**config.mk**
```make
export PLATFORM = sky130hd
export DESIGN_NAME = irah_host
export DESIGN_NICKNAME = d
export VERILOG_FILES = /design/src/irah_pkg.sv /design/src/irah_host.sv /design/src/irah_sync.sv /design/src/irah_bit_engine.sv
export SDC_FILE = /design/constraint.sdc
export NUM_CORES = 1
export LEC_CHECK = 0
export BUFFER_PORTS_ARGS = -buffer_cell sky130_fd_sc_hd__buf_2
export CORE_MARGIN = 3
export CORE_UTILIZATION = 53
export DETAILED_ROUTE_END_ITERATION = 16
export GPL_ROUTABILITY_DRIVEN = 0
export MAX_ROUTING_LAYER = met4
export PLACE_DENSITY = 0.81
export SYNTH_ARGS = -nofsm -noshare
export SYNTH_HDL_FRONTEND = slang
export SYNTH_SLANG_ARGS = --single-unit
```
**constraint.sdc**
```tcl
create_clock -name clk -period 2.2 [get_ports clk]
set_clock_uncertainty 0.05 [all_clocks]
set_input_delay 0.33 -clock clk [delete_from_list [all_inputs] [get_ports clk]]
set_output_delay 0.33 -clock clk [all_outputs]
set_load 0.005 [all_outputs]
```
**src/irah_pkg.sv**
```systemverilog
/*
  Shared constants and types for the register-access I2C host.
  Assumes a 100 MHz system clock and one addressed sensor on the bus.
*/
package irah_pkg;
  localparam int CLK_PERIOD_NS = 10;
  // Bit period for FM+ at 1 MHz, split into four phases
  localparam int SCL_PERIOD_NS = 1000;
  localparam int SCL_QTR_CYC =
    (SCL_PERIOD_NS + 4 * CLK_PERIOD_NS - 1) / (4 * CLK_PERIOD_NS);
  localparam int QTR_W = $clog2(SCL_QTR_CYC);
  // Settling time after an indirect EEPROM write
  localparam int EE_WAIT_MS = 20;
  localparam int EE_WAIT_CYC =
    (EE_WAIT_MS * 1000000 + CLK_PERIOD_NS - 1) / CLK_PERIOD_NS;
  localparam int REG_SPACE = 256;
  localparam int SYNC_W = 3;
  localparam logic [1:0] PH_SAMPLE = 2'h2;
  localparam logic [1:0] PH_LAST = 2'h3;
  localparam logic [2:0] BIT_LAST = 3'h7;
  localparam logic [7:0] GC_ADDR_BYTE = 8'h00;
  localparam logic [7:0] GC_RESET_CODE = 8'h06;
  localparam logic [7:0] GC_RELOAD_CODE = 8'h04;
  // Sensor address with both straps low [RQ22]
  localparam logic [6:0] DEV_ADDR_DEFAULT = 7'h20;
  localparam logic [7:0] ADDR_CFG_REG = 8'hCA;

  typedef enum logic [1:0] {
    OP_WRITE = 2'h0,
    OP_READ = 2'h1,
    OP_GC_RESET = 2'h2,
    OP_GC_RELOAD = 2'h3
  } irah_op_e;

  typedef struct packed {
    irah_op_e op;
    logic [6:0] dev_addr;
    logic [7:0] reg_addr;
    logic [8:0] count;
    logic shadowed;
    logic eeprom;
  } irah_cmd_s;

  typedef enum logic [1:0] {
    BE_START = 2'h0,
    BE_STOP = 2'h1,
    BE_WRITE = 2'h2,
    BE_READ = 2'h3
  } irah_bit_e;

  typedef enum logic [1:0] {
    ERR_NONE = 2'h0,
    ERR_NACK = 2'h1,
    ERR_RANGE = 2'h2,
    ERR_RESV = 2'h3
  } irah_err_e;

  typedef struct packed {
    logic busy;
    logic done;
    irah_err_e err;
  } irah_stat_s;

  typedef enum logic [2:0] {
    SEG_ADDR_W = 3'h0,
    SEG_REG = 3'h1,
    SEG_WDATA = 3'h2,
    SEG_ADDR_R = 3'h3,
    SEG_RDATA = 3'h4
  } irah_seg_e;

  typedef enum logic [3:0] {
    ST_IDLE = 4'h0,
    ST_START = 4'h1,
    ST_TXBIT = 4'h3,
    ST_TXACK = 4'h2,
    ST_FETCH = 4'h6,
    ST_RXBIT = 4'h7,
    ST_RXACK = 4'h5,
    ST_STOP = 4'h4,
    ST_WAIT = 4'hC
  } irah_state_e;
endpackage

```
**src/irah_host.sv**
```systemverilog
/*
  I2C host that reaches the sensor's 256-byte register space:
  burst writes, burst reads and the two general-call commands.
  Assumes a user that feeds write bytes on request and an
  open-drain bus resolved outside from the enables.
*/
`timescale 1ns/10ps
// Operation
// RQ1 - General call 0x06 resets the sensor
// RQ2 - General call 0x04 reloads slave address
// RQ3 - Reload touches only address bits two to six
// RQ4 - Single write: address, register, data, STOP
// RQ5 - Bytes after register address are write data
// RQ6 - Sensor pointer advances after each written byte
// RQ7 - Burst never passes top of register space
// RQ8 - Read: write register address, then readdress
// RQ9 - Single read answered, master NACKs then STOP
// RQ10 - Sensor sends bytes while master acknowledges
// RQ11 - Sensor pointer advances after each sent byte
// RQ12 - Last read byte NACKed, then STOP
// RQ13 - Plain registers written only between frames
// RQ14 - Shadowed writes take effect next frame
// RQ15 - Commands accepted in any order
// RQ16 - Write takes n plus two bytes
// RQ17 - Read takes n plus three bytes
// RQ18 - EEPROM write needs twenty milliseconds
// RQ19 - Reserved registers are never written
// RQ20 - Reset restores factory register values
// RQ21 - Seven-bit addressing only
// RQ22 - Straps low give address 0100000
// RQ23 - Register space is 256 bytes
// RQ24 - Wide registers stored high byte first
// RQ25 - Sensor acknowledges own address and writes
module irah_host #(
  parameter int EE_WAIT_CYCLES = irah_pkg::EE_WAIT_CYC,
  parameter logic [255:0] RESV_MAP = '0
) (
  // Clock and reset
  input wire logic clk,
  input wire logic arst_n,
  // Command
  input wire logic cmd_valid,
  output logic cmd_ready,
  input irah_pkg::irah_cmd_s cmd,
  // Write data
  input wire logic [7:0] wr_data,
  input wire logic wr_valid,
  output logic wr_ready,
  // Read data and status
  output logic [7:0] rd_data,
  output logic rd_valid,
  output irah_pkg::irah_stat_s stat,
  // Frame acquisition level from the sensor
  input wire logic frame_busy,
  // I2C pins, open-drain
  input wire logic scl_in,
  output logic scl_oe,
  input wire logic sda_in,
  output logic sda_oe
);
  import irah_pkg::*;
  localparam int WC_W = $clog2(EE_WAIT_CYCLES + 1);

  irah_state_e state_reg, state_next;
  irah_seg_e seg_reg, seg_next;
  irah_cmd_s cmd_reg, cmd_next;
  irah_err_e err_reg, err_next;
  logic [7:0] shift_reg, shift_next;
  logic [2:0] bitcnt_reg, bitcnt_next;
  logic [7:0] ptr_reg, ptr_next;
  logic [8:0] left_reg, left_next;
  logic [8:0] bytes_reg, bytes_next;
  logic [WC_W-1:0] wcnt_reg, wcnt_next;
  logic [7:0] rd_data_reg, rd_data_next;
  logic rd_valid_reg, rd_valid_next;
  logic done_reg, done_next;
  logic pend_reg;
  logic [SYNC_W-1:0] sync_q;
  logic be_done;
  logic be_rx;
  irah_bit_e be_cmd;

  irah_sync #(.W(SYNC_W)) u_sync (
    .clk(clk),
    .arst_n(arst_n),
    .d({frame_busy, scl_in, sda_in}),
    .q(sync_q)
  );

  wire frame_busy_s = sync_q[2];
  wire is_gc = cmd_reg.op[1];
  wire is_rd = cmd_reg.op == OP_READ;
  wire acc = cmd_valid && cmd_ready;
  wire [9:0] end_addr = 10'(cmd.reg_addr) + 10'(cmd.count);
  // Burst must stay inside the register space [RQ7] [RQ23]
  wire range_ok = cmd.op[1] ||
                  (cmd.count != 9'h0 && end_addr <= 10'(REG_SPACE));
  // Only unshadowed writes wait for the frame [RQ13] [RQ14] [RQ15]
  wire hold_frame = cmd.op == OP_WRITE && !cmd.shadowed && frame_busy_s;
  wire be_act = state_reg inside {ST_START, ST_TXBIT, ST_TXACK,
                                  ST_RXBIT, ST_RXACK, ST_STOP};
  wire be_go = be_act && !pend_reg;
  wire last_rx = left_reg == 9'h0;
  // Acknowledge every byte but the last [RQ9] [RQ10] [RQ12]
  wire be_bit = (state_reg == ST_RXACK) ? last_rx : shift_reg[7];
  wire resv_hit = RESV_MAP[ptr_reg];
  wire wait_end = wcnt_reg == WC_W'(EE_WAIT_CYCLES - 1);
  wire ee_tail = cmd_reg.eeprom && err_reg == ERR_NONE && !is_rd;
  // Seven-bit address, direction in bit zero [RQ21]
  wire [7:0] byte_addr_w = is_gc ? GC_ADDR_BYTE : {cmd_reg.dev_addr, 1'b0};
  wire [7:0] byte_addr_r = {cmd_reg.dev_addr, 1'b1};
  // General-call codes [RQ1] [RQ2]
  wire [7:0] byte_reg = (cmd_reg.op == OP_GC_RESET) ? GC_RESET_CODE :
                        (cmd_reg.op == OP_GC_RELOAD) ? GC_RELOAD_CODE :
                        cmd_reg.reg_addr;

  assign be_cmd = (state_reg == ST_START) ? BE_START :
                  (state_reg == ST_STOP) ? BE_STOP :
                  (state_reg == ST_TXACK || state_reg == ST_RXBIT) ?
                  BE_READ : BE_WRITE;
  assign cmd_ready = state_reg == ST_IDLE && !hold_frame;
  assign wr_ready = state_reg == ST_FETCH;

  irah_bit_engine u_bit (
    .clk(clk),
    .arst_n(arst_n),
    .go(be_go),
    .op(be_cmd),
    .bit_in(be_bit),
    .done(be_done),
    .bit_out(be_rx),
    .scl_s(sync_q[1]),
    .sda_s(sync_q[0]),
    .scl_oe(scl_oe),
    .sda_oe(sda_oe)
  );

  always_comb begin
    state_next = state_reg;
    seg_next = seg_reg;
    cmd_next = cmd_reg;
    err_next = err_reg;
    shift_next = shift_reg;
    bitcnt_next = bitcnt_reg;
    ptr_next = ptr_reg;
    left_next = left_reg;
    bytes_next = bytes_reg;
    wcnt_next = wcnt_reg;
    rd_data_next = rd_data_reg;
    rd_valid_next = 1'b0;
    done_next = 1'b0;
    case (state_reg)
      ST_IDLE: begin
        if (acc) begin
          cmd_next = cmd;
          bytes_next = 9'h0;
          if (!range_ok) begin
            done_next = 1'b1;
            err_next = ERR_RANGE;
          end else begin
            err_next = ERR_NONE;
            state_next = ST_START;
            seg_next = SEG_ADDR_W;
            ptr_next = cmd.reg_addr;
            left_next = cmd.count;
          end
        end
      end
      ST_START: begin
        if (be_done) begin
          state_next = ST_TXBIT;
          bitcnt_next = BIT_LAST;
          shift_next = (seg_reg == SEG_ADDR_R) ? byte_addr_r : byte_addr_w;
        end
      end
      ST_TXBIT: begin
        if (be_done) begin
          shift_next = {shift_reg[6:0], 1'b0};
          bitcnt_next = bitcnt_reg - 3'h1;
          if (bitcnt_reg == 3'h0) begin
            state_next = ST_TXACK;
          end
        end
      end
      ST_TXACK: begin
        if (be_done) begin
          bytes_next = bytes_reg + 9'h1;
          bitcnt_next = BIT_LAST;
          if (be_rx) begin
            // No acknowledge: give up and free the bus [RQ25]
            err_next = ERR_NACK;
            state_next = ST_STOP;
          end else begin
            case (seg_reg)
              SEG_ADDR_W: begin
                seg_next = SEG_REG;
                shift_next = byte_reg;
                state_next = ST_TXBIT;
              end
              SEG_REG: begin
                if (is_gc) begin
                  state_next = ST_STOP;
                end else if (is_rd) begin
                  // Readdress for reading after the pointer [RQ8]
                  seg_next = SEG_ADDR_R;
                  state_next = ST_START;
                end else begin
                  // Data follows the register address [RQ4]
                  seg_next = SEG_WDATA;
                  state_next = ST_FETCH;
                end
              end
              SEG_ADDR_R: begin
                seg_next = SEG_RDATA;
                state_next = ST_RXBIT;
              end
              default: begin
                // Byte count n plus two on the bus [RQ16]
                state_next = (left_reg == 9'h0) ? ST_STOP : ST_FETCH;
              end
            endcase
          end
        end
      end
      ST_FETCH: begin
        if (wr_valid) begin
          if (resv_hit) begin
            // Reserved register: abort before touching it [RQ19]
            err_next = ERR_RESV;
            state_next = ST_STOP;
          end else begin
            shift_next = wr_data;
            bitcnt_next = BIT_LAST;
            ptr_next = ptr_reg + 8'h1;
            left_next = left_reg - 9'h1;
            state_next = ST_TXBIT;
          end
        end
      end
      ST_RXBIT: begin
        if (be_done) begin
          shift_next = {shift_reg[6:0], be_rx};
          bitcnt_next = bitcnt_reg - 3'h1;
          if (bitcnt_reg == 3'h0) begin
            state_next = ST_RXACK;
            rd_data_next = {shift_reg[6:0], be_rx};
            rd_valid_next = 1'b1;
            ptr_next = ptr_reg + 8'h1;
            left_next = left_reg - 9'h1;
          end
        end
      end
      ST_RXACK: begin
        if (be_done) begin
          // Byte count n plus three on the bus [RQ17]
          bytes_next = bytes_reg + 9'h1;
          bitcnt_next = BIT_LAST;
          state_next = last_rx ? ST_STOP : ST_RXBIT;
        end
      end
      ST_STOP: begin
        if (be_done) begin
          if (ee_tail) begin
            state_next = ST_WAIT;
            wcnt_next = '0;
          end else begin
            state_next = ST_IDLE;
            done_next = 1'b1;
          end
        end
      end
      ST_WAIT: begin
        // EEPROM programming time before the next command [RQ18]
        wcnt_next = wcnt_reg + WC_W'(1);
        if (wait_end) begin
          state_next = ST_IDLE;
          done_next = 1'b1;
        end
      end
      default: begin
        state_next = ST_IDLE;
      end
    endcase
  end

  always_ff @(posedge clk or negedge arst_n) begin
    if (!arst_n) begin
      state_reg <= ST_IDLE;
      seg_reg <= SEG_ADDR_W;
      cmd_reg <= '0;
      err_reg <= ERR_NONE;
      shift_reg <= 8'h00;
      bitcnt_reg <= 3'h0;
      ptr_reg <= 8'h00;
      left_reg <= 9'h000;
      bytes_reg <= 9'h000;
      wcnt_reg <= '0;
      rd_data_reg <= 8'h00;
      rd_valid_reg <= 1'b0;
      done_reg <= 1'b0;
      pend_reg <= 1'b0;
    end else begin
      state_reg <= state_next;
      seg_reg <= seg_next;
      cmd_reg <= cmd_next;
      err_reg <= err_next;
      shift_reg <= shift_next;
      bitcnt_reg <= bitcnt_next;
      ptr_reg <= ptr_next;
      left_reg <= left_next;
      bytes_reg <= bytes_next;
      wcnt_reg <= wcnt_next;
      rd_data_reg <= rd_data_next;
      rd_valid_reg <= rd_valid_next;
      done_reg <= done_next;
      pend_reg <= be_go ? 1'b1 : (be_done ? 1'b0 : pend_reg);
    end
  end

  assign rd_data = rd_data_reg;
  assign rd_valid = rd_valid_reg;
  assign stat = {state_reg != ST_IDLE, done_reg, err_reg};
endmodule // irah_host

```
**src/irah_sync.sv**
```systemverilog
/*
  Two-flop synchronisers, one per bit.
  Assumes inputs are asynchronous levels; pulses shorter than one
  clock may be lost.
*/
`timescale 1ns/10ps
module irah_sync #(
  parameter int W = 1
) (
  // Clock and reset
  input wire logic clk,
  input wire logic arst_n,
  // Levels
  input wire logic [W-1:0] d,
  output logic [W-1:0] q
);
  logic [W-1:0] meta_reg;
  logic [W-1:0] q_reg;

  for (genvar i = 0; i < W; i++) begin : g_bit
    always_ff @(posedge clk or negedge arst_n) begin
      if (!arst_n) begin
        meta_reg[i] <= 1'b0;
        q_reg[i] <= 1'b0;
      end else begin
        meta_reg[i] <= d[i];
        q_reg[i] <= meta_reg[i];
      end
    end
  end

  assign q = q_reg;
endmodule // irah_sync

```
**src/irah_bit_engine.sv**
```systemverilog
/*
  I2C bit engine: START, STOP, one written or one read bit.
  Assumes synchronised SCL/SDA levels; drives both lines open-drain.
*/
`timescale 1ns/10ps
module irah_bit_engine (
  // Clock and reset
  input wire logic clk,
  input wire logic arst_n,
  // Bit request
  input wire logic go,
  input irah_pkg::irah_bit_e op,
  input wire logic bit_in,
  output logic done,
  output logic bit_out,
  // Synchronised bus levels
  input wire logic scl_s,
  input wire logic sda_s,
  // Open-drain drives, high pulls the line low
  output logic scl_oe,
  output logic sda_oe
);
  import irah_pkg::*;

  logic act_reg;
  logic [1:0] ph_reg;
  logic [QTR_W-1:0] cnt_reg;
  irah_bit_e op_reg;
  logic bit_reg;
  logic scl_oe_reg;
  logic sda_oe_reg;
  logic done_reg;
  logic rx_reg;

  wire ph_end = cnt_reg == QTR_W'(SCL_QTR_CYC - 1);
  // Slave holding SCL low stretches the high phase
  wire stall = !scl_oe_reg && !scl_s;
  wire step = act_reg && !stall && ph_end;
  wire is_start = op_reg == BE_START;
  wire is_stop = op_reg == BE_STOP;
  // START keeps SCL as it was so an idle bus sees no extra edge
  wire scl_drv = (ph_reg == 2'h0) ? (is_start ? scl_oe_reg : 1'b1) :
                 (ph_reg == PH_LAST) ? !is_stop : 1'b0;
  wire sda_drv = is_start ? ph_reg[1] :
                 is_stop ? !ph_reg[1] :
                 (op_reg == BE_WRITE) ? !bit_reg : 1'b0;

  always_ff @(posedge clk or negedge arst_n) begin
    if (!arst_n) begin
      act_reg <= 1'b0;
      ph_reg <= 2'h0;
      cnt_reg <= '0;
      op_reg <= BE_START;
      bit_reg <= 1'b0;
      scl_oe_reg <= 1'b0;
      sda_oe_reg <= 1'b0;
      done_reg <= 1'b0;
      rx_reg <= 1'b0;
    end else begin
      done_reg <= step && ph_reg == PH_LAST;
      if (!act_reg) begin
        if (go) begin
          act_reg <= 1'b1;
          ph_reg <= 2'h0;
          cnt_reg <= '0;
          op_reg <= op;
          bit_reg <= bit_in;
        end
      end else begin
        scl_oe_reg <= scl_drv;
        sda_oe_reg <= sda_drv;
        if (!stall) begin
          cnt_reg <= ph_end ? '0 : cnt_reg + QTR_W'(1);
        end
        if (step) begin
          ph_reg <= ph_reg + 2'h1;
          act_reg <= ph_reg != PH_LAST;
        end
        if (step && ph_reg == PH_SAMPLE) begin
          rx_reg <= sda_s;
        end
      end
    end
  end

  assign done = done_reg;
  assign bit_out = rx_reg;
  assign scl_oe = scl_oe_reg;
  assign sda_oe = sda_oe_reg;
endmodule // irah_bit_engine

```
==> results.yml <==
status:
  outcome: "complete, but fails checks"
  violations: "negative setup slack"
worst_setup_path:
  arrival_ns: 2.70
  crit_type: "input port to flip-flop"
  crit_path_end_kind: "flip-flop"
  cp-start-kind: "input port"
  critical_path_required_ns: 2.42
  cp_max_fo: 6
synthesis:
  synth_warnings: 0
  synth_async_sr_flop_share_pct: 100
  synth_top_area_share_pct: 44.1
  synth_cell_types: 81
  synth-main-ff-cell: "dfrtp_1"
  post_synth.cell_area_avg_um2: 9.16
  netlist_area_mm2: 0.00568
  synth_area_leaders: "dfrtp_1, nand2_1, nor2_1, ha_1, a21oi_1"
  syn_nets: 681
  netlist_instances: 620
  synth-seq-area-share_pct: 44.1
  synth-seq-cells: 100
  synth-edff-count: 0
  yosysTopAreaCell: "dfrtp_1"
timing:
  period_share_pct: 113
  maxSlewHeadroom_pct: 64.1
  fin_ws_ns: -0.281
  rsz0062_at_grt: "yes"
  setup_violations: 44
  fmax_mhz: 403
  hold_violations: 0
  period_minus_slack_ns: 2.48
  drv_slew: 0
  whs_ns: 0.0837
  timing_worst_slew_pin_value_ns: 0.535
routing:
  dr.pass1.iters: 6
  avgViaCountPerCell: 6.03
  wl_per_cell_um: 17.6
  routed-via-count: 5470
  ant_nets: 0
  drc: 0
  routed_wl_um: 15900
  drt_iter0_markers: 514
floorplan:
  die-area_mm2: 0.0120
  die_x_um: 110
  fp-row-count: 37
  io_pins: 60
  initial_core_util_pct: 54.8
  die_y_um: 110
  core-area_mm2: 0.0104
grt:
  grt_max_degree: 51
  grt_pass1_wl_um: 25500
  antenna_found_initial: 0
  grt_pass1_vias: 5463
  gr-usage-all-layers_pct: 28.0
  grt_overflow: 0
placement:
  hpwl_um: 11100
  io_buffers: 59
clock_tree:
  cts_buffers: 9
  worstSkewPairLatency_ns: 0.38
  cts_tree: "built"
  path_clk_slew_ns: 0.10
  cts_root_buffer: "clkbuf_8"
  cts.sinks: 100
  cts_htree_levels: 3
  cts.path.max_buffers: 2
flow_run:
  drv_cap: 0
min_path:
  hold_path.class: "input port to flip-flop"
layout:
  drive_gt1_share_pct: 33.9
  layout_commonest_cell: "dfrtp_1"
  antenna_cells: 0
  final.fill_count: 692
  register_area_mm2: 0.00250
  multi_input_area_mm2: 0.00325
  layout_common_cells: "dfrtp_1, nand2_1, buf_4"
  postLayoutCoreUtil_pct: 71.2
  area_growth_pct: 30.1
  largest_reg_flops: 21
  nNetsFinal: 827
pwr:
  p_per_area_mw_per_mm2: 929
  leakage_nw: 3.43
  ir_worst_vdd_v: 0.000688
[cells in the mapped netlist (4+ instances only)]
master	n
nor2_1	69
nand2b_1	4
inv_1	23
nor2b_1	5
and3_1	7
mux2i_1	5
nor4_1	4
clkbuf_1	17
a31oi_1	14
nand2_1	95
xor2_1	14
xnor2_1	9
ha_1	17
buf_2	7
o211ai_1	4
or4_1	5
a21oi_1	30
o211a_1	4
o21ai_0	29
nand3_1	24
nand4_1	7
nor3_1	15
nand3b_1	4
mux2_2	13
a222oi_1	4
nor3b_1	4
dfrtp_1	100
[final cells by class]
cell class | instances | share of cell area (%)
clock inverter | 7 | 0.847
multi-input combinational | 466 | 44.0
sequential | 100 | 33.9
inverter | 25 | 1.27
tap | 136 | 2.30
timing repair buffer | 164 | 16.0
clock buffer | 9 | 1.68
[worst paths after layout]
kind                       cells past startpoint                    endpoint                          from  slack [ns]
setup / recovery                              11    state_reg[2]$_DFFE_PN0P_                       cmd[13]       -0.28
max in group asynchronous                      3    shift_reg[1]$_DFFE_PN0P_                        arst_n        1.10
min in group asynchronous                      2     wcnt_reg[2]$_DFFE_PN0P_                        arst_n        0.36
hold / removal                                 3  byte_addr_r[5]$_DFFE_PN0P_                       cmd[23]        0.08
hold reg to reg                                0       u_sync.q[0]$_DFF_PN0_  u_sync.meta_reg[0]$_DFF_PN0_        0.31
setup reg to reg                               8     wcnt_reg[0]$_DFFE_PN0P_      wcnt_reg[16]$_DFFE_PN0P_       -0.18
[metrics by stage]
| stage | worst slack, ns | area, µm² | cells | power [mW] | setup TNS, ns |
|---|---|---|---|---|---|
| 6_report | -0.281 | 7390 | 907 | 6.86 | -6.74 |
| 5_1_grt | -0.327 | 7390 | 907 | 7.30 | -10.81 |
| 4_1_cts | -0.230 | 7210 | 904 | 6.74 | -4.63 |
| 3_5_place_dp | -0.715 | 6750 | 877 | 5.41 | -15.64 |
| 3_3_place_gp | -0.626 | 6750 | 877 | 5.25 | -13.56 |
| 2_1_floorplan | -0.411 | 5710 | 620 | 4.39 | -5.87 |
[worst max-delay path: stages]
cell and delay, ns:
buf_2 0.11, ha_2 0.40, a211oi_4 0.09, buf_4 0.14, nor3b_2 0.24, o211ai_1 0.11, a2111o_1 0.50, o221ai_4 0.19
buf_12 0.18, o211ai_4 0.09, mux2_4 0.31
[routing by layer]
metal	track usage [%]	part of all wire (%)
met1	32.6	39
met2	46.3	51
met3	5.28	6.6
met4	14.4	3.5
met5	-	0
[where the power goes]
group | internal, mW | switching [mW]
sequential | 2.32 | 0.456
combinational | 1.35 | 1.59
clock | 0.440 | 0.708
[cells by family (layout without fill, tap and decap cells)]
logic type / after synthesis / in the layout / synth area share, %
buffers and inverters: 54 / 205 / 4.05
AND/OR/NAND/NOR: 267 / 267 / 23.0
adder cells (fa/ha/maj): 18 / 18 / 4.10
multiplexers: 19 / 19 / 3.72
AO/OA/AOI/OAI: 139 / 139 / 17.6
XOR/XNOR: 23 / 23 / 3.55
flip-flops: 100 / 100 / 44.1
[timing repair]
action | 4_1_cts | 5_1_grt
hold buffers | 4 | 0
endpoints found under the setup margin | 46 | 52
buffers inserted | 7 | 4
gates resized for setup | 49 | 33
pin swaps | 29 | 14
hold endpoints to repair | 30 | 0
gates cloned | 1 | 0
Note: power is estimated with default switching activity, not from simulation.
